==> src/hdl/uaar_pkg.sv <==
// Constants for the serial port address recognition and control block
`default_nettype none
package uaar_pkg;
  localparam int ADDR_W = 12;
  // Register indices as printed; byte address is four times the index
  localparam logic [7:0] IDX_SERIAL_CONTROL = 8'h98;
  localparam logic [7:0] IDX_SERIAL_BUFFER = 8'h99;
  localparam logic [7:0] IDX_SLAVE_ADDR = 8'ha9;
  localparam logic [7:0] IDX_SLAVE_MASK = 8'hb9;
  localparam logic [7:0] IDX_MISC_CONTROL = 8'hc0;
  localparam logic [ADDR_W-1:0] ADDR_SERIAL_CONTROL = {2'h0, IDX_SERIAL_CONTROL, 2'h0};
  localparam logic [ADDR_W-1:0] ADDR_SERIAL_BUFFER = {2'h0, IDX_SERIAL_BUFFER, 2'h0};
  localparam logic [ADDR_W-1:0] ADDR_SLAVE_ADDR = {2'h0, IDX_SLAVE_ADDR, 2'h0};
  localparam logic [ADDR_W-1:0] ADDR_SLAVE_MASK = {2'h0, IDX_SLAVE_MASK, 2'h0};
  localparam logic [ADDR_W-1:0] ADDR_MISC_CONTROL = {2'h0, IDX_MISC_CONTROL, 2'h0};
  // serial_control bit positions
  localparam int BIT_RX_DONE = 0;
  localparam int BIT_TX_DONE = 1;
  localparam int BIT_RX_NINTH = 2;
  localparam int BIT_TX_NINTH = 3;
  localparam int BIT_RX_ENABLE = 4;
  localparam int BIT_MULTIPROC = 5;
  localparam int BIT_MODE1 = 6;
  localparam int BIT_MODE0_FE = 7;
  // misc_control bit positions
  localparam int BIT_FRAME_CHECK = 0;
  localparam int BIT_SERIAL_IRQ_EN = 1;
  localparam int BIT_GLOBAL_IRQ_EN = 2;
  // Reset value, serial mode encodings and AHB transfer type
  localparam logic [7:0] RST_BYTE = 8'h00;
  localparam logic [1:0] MODE_SHIFT = 2'h0;
  localparam logic [1:0] MODE_UART8 = 2'h1;
  localparam logic [1:0] MODE_UART9_FIXED = 2'h2;
  localparam logic [1:0] MODE_UART9_VAR = 2'h3;
  localparam logic [1:0] HTRANS_NONSEQ = 2'h2;
endpackage : uaar_pkg
`default_nettype wire

==> src/hdl/uaar_top.sv <==
// Serial port control, address recognition and AHB-Lite register slave
`timescale 1ns/1ns
`default_nettype none
module uaar_top (
  input wire logic clock_i,
  input wire logic rst_n_i,
  // AHB-Lite slave
  input wire logic hsel_i,
  input wire logic [uaar_pkg::ADDR_W-1:0] haddr_i,
  input wire logic [1:0] htrans_i,
  input wire logic hwrite_i,
  input wire logic [2:0] hsize_i,
  input wire logic hready_i,
  input wire logic [31:0] hwdata_i,
  output logic [31:0] hrdata_o,
  output logic hreadyout_o,
  output logic hresp_o,
  // Receive framing sequencer
  input wire logic [7:0] rx_byte_i,
  input wire logic rx_ninth_bit_i,
  input wire logic rx_ninth_strobe_i,
  input wire logic rx_stop_bit_i,
  input wire logic rx_stop_strobe_i,
  output logic rx_enable_o,
  // Transmit framing sequencer
  input wire logic tx_done_i,
  output logic tx_start_o,
  output logic [7:0] tx_data_o,
  output logic tx_ninth_bit_o,
  output logic [1:0] serial_mode_o,
  // Toward the core
  output logic serial_request_o,
  output logic serial_irq_o
);
  import uaar_pkg::*;

  // Bus pipeline
  logic wr_phase_reg;
  logic rd_phase_reg;
  logic [ADDR_W-1:0] addr_reg;
  logic [31:0] hrdata_reg;
  logic addr_ok;
  logic [7:0] rd_mux;

  // Register state
  logic serial_mode_bit0_reg;
  logic serial_mode_bit1_reg;
  logic multiproc_enable_reg;
  logic rx_enable_reg;
  logic tx_ninth_bit_reg;
  logic rx_ninth_bit_reg;
  logic tx_done_flag_reg;
  logic rx_done_flag_reg;
  logic framing_error_flag_reg;
  logic [7:0] rx_buffer_reg;
  logic [7:0] tx_buffer_reg;
  logic tx_start_reg;
  logic [7:0] slave_individual_address_reg;
  logic [7:0] slave_address_mask_reg;
  logic frame_check_select_reg;
  logic serial_irq_enable_reg;
  logic global_irq_enable_reg;

  // Receive decision
  logic [1:0] mode;
  logic wr_control;
  logic wr_buffer;
  logic rx_event;
  logic mark_bit;
  logic mp_active;
  logic given_match;
  logic [7:0] broadcast_addr;
  logic bcast_match;
  logic rx_accept;
  logic fe_set;

  // Reads get one wait state so a write just before is always visible
  assign addr_ok = hsel_i && (htrans_i == HTRANS_NONSEQ) && hready_i;
  assign hreadyout_o = !rd_phase_reg;
  assign hresp_o = 1'b0;
  assign hrdata_o = hrdata_reg;

  always_ff @(posedge clock_i) begin
    if (!rst_n_i) begin
      wr_phase_reg <= 1'b0;
      rd_phase_reg <= 1'b0;
      addr_reg <= '0;
    end else begin
      wr_phase_reg <= addr_ok && hwrite_i;
      rd_phase_reg <= addr_ok && !hwrite_i;
      if (addr_ok) begin
        addr_reg <= haddr_i;
      end
    end
  end

  always_comb begin
    case (addr_reg)
      ADDR_SERIAL_CONTROL: begin
        rd_mux = {frame_check_select_reg ? framing_error_flag_reg : serial_mode_bit0_reg,
                  serial_mode_bit1_reg, multiproc_enable_reg, rx_enable_reg,
                  tx_ninth_bit_reg, rx_ninth_bit_reg, tx_done_flag_reg, rx_done_flag_reg};
      end
      ADDR_SERIAL_BUFFER: rd_mux = rx_buffer_reg;
      ADDR_SLAVE_ADDR: rd_mux = slave_individual_address_reg;
      ADDR_SLAVE_MASK: rd_mux = slave_address_mask_reg;
      ADDR_MISC_CONTROL: begin
        rd_mux = {5'h00, global_irq_enable_reg, serial_irq_enable_reg, frame_check_select_reg};
      end
      default: rd_mux = 8'h00;
    endcase
  end

  always_ff @(posedge clock_i) begin
    if (!rst_n_i) begin
      hrdata_reg <= 32'h0000_0000;
    end else if (rd_phase_reg) begin
      hrdata_reg <= {24'h00_0000, rd_mux};
    end
  end

  assign wr_control = wr_phase_reg && (addr_reg == ADDR_SERIAL_CONTROL);
  assign wr_buffer = wr_phase_reg && (addr_reg == ADDR_SERIAL_BUFFER);
  assign mode = {serial_mode_bit0_reg, serial_mode_bit1_reg};

  // Mode and control bits; bit 7 writes go to the error flag under frame check
  always_ff @(posedge clock_i) begin
    if (!rst_n_i) begin
      serial_mode_bit0_reg <= 1'b0;
      serial_mode_bit1_reg <= 1'b0;
      multiproc_enable_reg <= 1'b0;
      rx_enable_reg <= 1'b0;
      tx_ninth_bit_reg <= 1'b0;
    end else if (wr_control) begin
      if (!frame_check_select_reg) begin
        serial_mode_bit0_reg <= hwdata_i[BIT_MODE0_FE];
      end
      serial_mode_bit1_reg <= hwdata_i[BIT_MODE1];
      multiproc_enable_reg <= hwdata_i[BIT_MULTIPROC];
      rx_enable_reg <= hwdata_i[BIT_RX_ENABLE];
      tx_ninth_bit_reg <= hwdata_i[BIT_TX_NINTH];
    end
  end

  always_ff @(posedge clock_i) begin
    if (!rst_n_i) begin
      slave_individual_address_reg <= RST_BYTE;
      slave_address_mask_reg <= RST_BYTE;
      frame_check_select_reg <= 1'b0;
      serial_irq_enable_reg <= 1'b0;
      global_irq_enable_reg <= 1'b0;
    end else if (wr_phase_reg) begin
      if (addr_reg == ADDR_SLAVE_ADDR) begin
        slave_individual_address_reg <= hwdata_i[7:0];
      end
      if (addr_reg == ADDR_SLAVE_MASK) begin
        slave_address_mask_reg <= hwdata_i[7:0];
      end
      if (addr_reg == ADDR_MISC_CONTROL) begin
        frame_check_select_reg <= hwdata_i[BIT_FRAME_CHECK];
        serial_irq_enable_reg <= hwdata_i[BIT_SERIAL_IRQ_EN];
        global_irq_enable_reg <= hwdata_i[BIT_GLOBAL_IRQ_EN];
      end
    end
  end

  // Frame completes at the stop bit in modes 0 and 1 and under frame check,
  // otherwise already at the ninth bit
  assign rx_event = rx_enable_reg &&
                    (((mode[1] == 1'b0) || frame_check_select_reg) ? rx_stop_strobe_i
                                                                   : rx_ninth_strobe_i);
  assign mark_bit = (mode == MODE_UART8) ? rx_stop_bit_i : rx_ninth_bit_i;
  assign mp_active = multiproc_enable_reg && (mode != MODE_SHIFT);
  assign given_match = ((rx_byte_i ^ slave_individual_address_reg)
                        & slave_address_mask_reg) == 8'h00;
  assign broadcast_addr = slave_individual_address_reg | slave_address_mask_reg;
  assign bcast_match = (rx_byte_i & broadcast_addr) == broadcast_addr;
  assign rx_accept = rx_event &&
                     (!mp_active || (mark_bit && (given_match || bcast_match)));
  assign fe_set = rx_enable_reg && frame_check_select_reg && rx_stop_strobe_i &&
                  !rx_stop_bit_i && (mode != MODE_SHIFT);

  // Hardware only sets the done flags; a set in the cycle of a clear wins
  always_ff @(posedge clock_i) begin
    if (!rst_n_i) begin
      rx_done_flag_reg <= 1'b0;
      tx_done_flag_reg <= 1'b0;
    end else begin
      if (rx_accept) begin
        rx_done_flag_reg <= 1'b1;
      end else if (wr_control) begin
        rx_done_flag_reg <= hwdata_i[BIT_RX_DONE];
      end
      if (tx_done_i) begin
        tx_done_flag_reg <= 1'b1;
      end else if (wr_control) begin
        tx_done_flag_reg <= hwdata_i[BIT_TX_DONE];
      end
    end
  end

  // Later good frames never clear the error flag; only software does
  always_ff @(posedge clock_i) begin
    if (!rst_n_i) begin
      framing_error_flag_reg <= 1'b0;
    end else if (fe_set) begin
      framing_error_flag_reg <= 1'b1;
    end else if (wr_control && frame_check_select_reg) begin
      framing_error_flag_reg <= hwdata_i[BIT_MODE0_FE];
    end
  end

  always_ff @(posedge clock_i) begin
    if (!rst_n_i) begin
      rx_buffer_reg <= RST_BYTE;
      rx_ninth_bit_reg <= 1'b0;
    end else if (rx_accept) begin
      rx_buffer_reg <= rx_byte_i;
      if (mode != MODE_SHIFT) begin
        rx_ninth_bit_reg <= mark_bit;
      end
    end else if (wr_control) begin
      rx_ninth_bit_reg <= hwdata_i[BIT_RX_NINTH];
    end
  end

  always_ff @(posedge clock_i) begin
    if (!rst_n_i) begin
      tx_buffer_reg <= RST_BYTE;
      tx_start_reg <= 1'b0;
    end else begin
      tx_start_reg <= wr_buffer && (mode != MODE_SHIFT);
      if (wr_buffer) begin
        tx_buffer_reg <= hwdata_i[7:0];
      end
    end
  end

  assign tx_start_o = tx_start_reg;
  assign tx_data_o = tx_buffer_reg;
  assign tx_ninth_bit_o = tx_ninth_bit_reg && mode[1];
  assign serial_mode_o = mode;
  assign rx_enable_o = rx_enable_reg;
  assign serial_request_o = rx_done_flag_reg || tx_done_flag_reg;
  assign serial_irq_o = serial_request_o && serial_irq_enable_reg &&
                        global_irq_enable_reg;
endmodule : uaar_top
`default_nettype wire

==> config.mk <==
export PLATFORM = sky130hd
export DESIGN_NAME = uaar_top
export DESIGN_NICKNAME = d
export VERILOG_FILES = /design/src/hdl/uaar_pkg.sv /design/src/hdl/uaar_top.sv
export SDC_FILE = /design/constraint.sdc
export NUM_CORES = 1
export LEC_CHECK = 0
export ABC_AREA = 0
export CAP_MARGIN = 20
export CORE_ASPECT_RATIO = 1.2
export CORE_UTILIZATION = 50
export DETAILED_ROUTE_END_ITERATION = 8
export DONT_BUFFER_PORTS = 1
export PLACE_DENSITY = 0.69
export SYNTH_ARGS = -nofsm -noshare
export SYNTH_HDL_FRONTEND = slang
export SYNTH_SLANG_ARGS = --single-unit
==> constraint.sdc <==
create_clock -name clock_i -period 4 [get_ports clock_i]
set_clock_uncertainty 0.15 [all_clocks]
set_input_delay 0.8 -clock clock_i [delete_from_list [all_inputs] [get_ports clock_i]]
set_output_delay 0.8 -clock clock_i [all_outputs]
set_load 0.1 [all_outputs]
== Word-level counts from Yosys, hierarchy flattened ==
Index checks and enable logic that the tools add are counted.

* Equal/unequal tests: 9
* Muxes and demuxes: 13
* Bitwise operators: 6
* Reduce and logical (&&, ||, !) cells: 37

{| class="wikitable"
|+ Operator list
! kind !! count
|-
| 12-bit by 10-bit == test with 1-bit output (second input constant) || 5
|-
| 8-bit case mux with 5 select lines || 1
|-
| 1-bit logical AND || 19
|-
| 8-bit AND || 2
|-
| 1-bit two-way mux || 12
|-
| 2-bit AND reduction || 5
|-
| 8-bit == test || 1
|-
| 8-bit logical NOT || 1
|-
| 8-bit OR || 1
|-
| 2-bit nonzero test || 4
|-
| 8-bit XOR || 1
|-
| 1-bit logical NOT || 4
|-
| 1-bit logical OR || 4
|-
| 2-bit by 1-bit == test with 1-bit output (second input constant) || 1
|-
| 2-bit == test (second input constant) || 1
|-
| 2-bit by 1-bit inequality test with 1-bit output (second input constant) || 1
|-
| 1-bit inverter || 2
|}

* Register bits: 67
* Output and inout bits: 49
* Logic and storage cells: 86

== Logic depth before layout (Yosys ltp) ==
* Depth after elaboration: 9
* Depth in mapped cells: 7

== Least setup slack after synthesis ==
No wires, ideal clock.

* Path type: flip-flop to output port
* Start point: reg rx_done_flag_reg
* End point: out serial_irq_o
* Arrival time: 1637 ps
* Data required time: 3050 ps
* Path slack: 1413 ps
* Stages on the path, launching flop included: 3
* Cells stage by stage: dfxtp_1 or2_2 and3_1

* Word-level cells in the longest chain between the ends: 3

{| class="wikitable"
|+ RTL lines
! what !! line !! source
|-
| start: declaration || uaar_top.sv:53 || <nowiki>logic rx_done_flag_reg;</nowiki>
|-
| start signal: assignment || uaar_top.sv:192 || <nowiki>rx_done_flag_reg <= hwdata_i[BIT_RX_DONE];</nowiki>
|-
| 1-bit logical OR || uaar_top.sv:244 || <nowiki>assign serial_request_o = rx_done_flag_reg || tx_done_flag_reg;</nowiki>
|-
| via serial_request_o || uaar_top.sv:32 || <nowiki>output logic serial_request_o,</nowiki>
|-
| 1-bit logical AND (2 in series) || uaar_top.sv:245 || <nowiki>assign serial_irq_o = serial_request_o && serial_irq_enable_reg &&</nowiki>
|-
| end: declaration || uaar_top.sv:33 || <nowiki>output logic serial_irq_o</nowiki>
|}

The timed path passes the listed nets, and every way through them passes these cells.

== Worst setup path after layout ==
Ends and elaborated chain as after synthesis.

==> flow_summary.yaml <==
outcome:
  status: "finished, final reports clean"
final_layout:
  largest_register_ffs: 12
  fin_nets: 459
  drive_gt1_frac: 0.0730
  fillers: 614
  antennaDiodeCount: 0
  areaGrowthSynthToFinish_pct: 4.55
  fin_area_um2: 3420
sta:
  setup_viol: 0
  tightest_slew_ps: 976
  finalHoldViolCount: 0
  max_freq_mhz: 329
  post-route-min-period_ps: 3040
  rsz0062_at_grt: "no"
  finalSetupTns_ps: 0
  min_period_over_period: 0.761
  slew_viol_final: 0
  slew_headroom: 0.348
  fin_ws_ps: 957
  hold_ws_ps: 305
critical_path:
  critPathKind: "reg -> out"
  critPathLaunchType: "flop"
  critical_path_peak_fanout: 3
  arrival_ps: 2090
  worst_ep_required_time_ps: 3050
  endpoint_kind: "output port"
logic_synthesis:
  synth.area.mux_share: 0.0337
  synth_area_leader_cell: "dfxtp_1"
  synthSimpleGateAreaFrac: 0.232
  synthCells: 399
  seq_area_frac_synth: 0.410
  synth.top_cell.area_share: 0.410
  synthFlopType: "dfxtp_1"
  synth_area_leaders: "dfxtp_1, nand2_1, buf_4, a21oi_1, nand3_1"
  synth.most_common_cell: "nand2_1"
  ys_warn_count: 0
  synthAdderAreaFrac: 0
  netlist_area_um2: 3270
  synth-edff-count: 0
  synth_top_family_by_area: "simple AND/OR/NAND/NOR gates"
  synth_top_cells_by_count: "nand2_1, dfxtp_1, a21oi_1, buf_4, nand3_1"
  ys_seq_elements: 67
  synth_cell_types: 47
  synth_compound_area_frac: 0.200
  async_flop_share: 0
  avgSynthCellArea_um2: 8.19
  synth_xor_xnor_area_share: 0.0214
job:
  cap_violations: 0
global_routing:
  overflow: 0
  antenna_found_initial: 0
  grt_pass1_wl_um: 12500
  grt_usage: 0.244
  first_global_vias: 2460
  grt_start_max_net_pins: 47
detailed_routing:
  vias_per_cell: 5.67
  dr.pass1.iters: 4
  wirelength_um: 7690
  drc: 0
  vias: 2717
  wire_per_inst_um: 16.1
  ant_nets: 0
  drt-initial-drc-count: 184
clock_network:
  clock_path_buffers: 2
  cts_sinks: 67
  htreeDepth: 3
  cts_tree: "done"
  post-cts-setup-buffer-count: 0
  cts_resized: 0
  clock_latency_ps: 350
  clk_pin_slew_ps: 70
  postCtsHoldBufs: 0
  numCtsBuffers: 9
  ctsRootBufferMaster: "clkbuf_8"
floorplan:
  die_x_um: 75.8
  dieArea_um2: 6870
  core.rowCount: 31
  coreArea_um2: 6170
  start_util: 0.530
  die_y_um: 90.6
  boundaryPins: 116
power:
  power.leakage_uw: 0.00124
  p_per_area_nw_per_um2: 412
  max-vdd-ir-drop_mv: 0.183
  finalPower_uw: 1410
placed_design:
  hpwl_um: 5380
  numPortBuffers: 0
  pre_cts_slack_ps: 1340
  place.gp.congestion: 0.779
  place_area_um2: 3200
min_path:
  worstHoldPathType: "reg -> reg"
[metrics by stage]
stage | std cells | utilization
global route | 479 | 0.554
floorplan | 423 | -
CTS | 479 | 0.554
finish | 479 | 0.554
global placement | 463 | 0.520
detailed placement | 463 | 0.520
[where the power goes]
| part | switching (uW) | leakage [uW] | internal (uW) | total [uW] |
|---|---|---|---|---|
| Clock | 259 | 0.000102 | 339 | 598 |
| Combinational | 122 | 0.000595 | 12.4 | 134 |
| Sequential | 6.52 | 0.000540 | 670 | 677 |
| Total | 387 | 0.00124 | 1020 | 1410 |
[per-layer routing]
layer  GRT usage  part of all wire  routed length (um)  up-vias
met5           0                 0                   0        -
met3      0.0502             0.081                 623       13
met2       0.347              0.45                3470      114
met1       0.344              0.45                3420     1261
li1            -                 -                   -     1329
met4       0.120             0.022                 172        0
[area by class of cell]
| type | count | area (um2) | area share |
|---|---|---|---|
| multi-input combinational | 301 | 1690 | 0.493 |
| sequential | 67 | 1340 | 0.392 |
| clock buffer | 13 | 169 | 0.0494 |
| tap | 82 | 103 | 0.0300 |
| timing repair buffer | 7 | 52.6 | 0.0154 |
| clock inverter | 3 | 45.0 | 0.0132 |
| inverter | 6 | 22.5 | 0.00659 |
[cells by family (layout without fill, tap and decap cells)]
| logic type | after synthesis | in the layout |
|---|---|---|
| compound gates | 99 | 99 |
| xor+xnor | 8 | 8 |
| other cells | 1 | 25 |
| mux | 11 | 11 |
| simple gates | 158 | 158 |
| buf+inv | 55 | 29 |
| flops | 67 | 67 |
[worst max-delay path, stage by stage, from the launching register on]
cell and delay, ps:
dfxtp_1 370, or2_2 480, and3_1 890
[layout by cell type (no fill, tap or decap), types with 2 or more instances in the layout]
cell type	instances
a22o_1	5
clkbuf_8	12
a31oi_1	3
nand4b_1	2
a22oi_1	3
a21boi_0	14
o32ai_1	2
a221oi_1	8
nand2_1	92
inv_1	5
nor3_1	2
o22ai_1	4
xor2_1	8
clkinvlp_4	2
buf_4	7
mux2i_1	11
a211oi_1	2
and4b_1	2
o21ai_0	12
conb_1	25
or2_2	2
and3_1	3
nor2b_1	3
and2_1	4
dfxtp_1	67
nor2_1	12
a21boi_1	7
nand3_1	28
a21oi_1	31
a222oi_1	3
[final timing paths]
kind | from | endpoint | slack [ps] | cells past startpoint
setup / recovery | rx_done_flag_reg | serial_irq_o | 960 | 2
hold / removal | addr_reg[10] | addr_reg[10] | 300 | 2
setup reg to reg | addr_reg[3] | tx_data_o[6] | 1470 | 6
hold reg to reg | addr_reg[10] | addr_reg[10] | 300 | 2
Note: power is estimated with default switching activity, not from simulation.
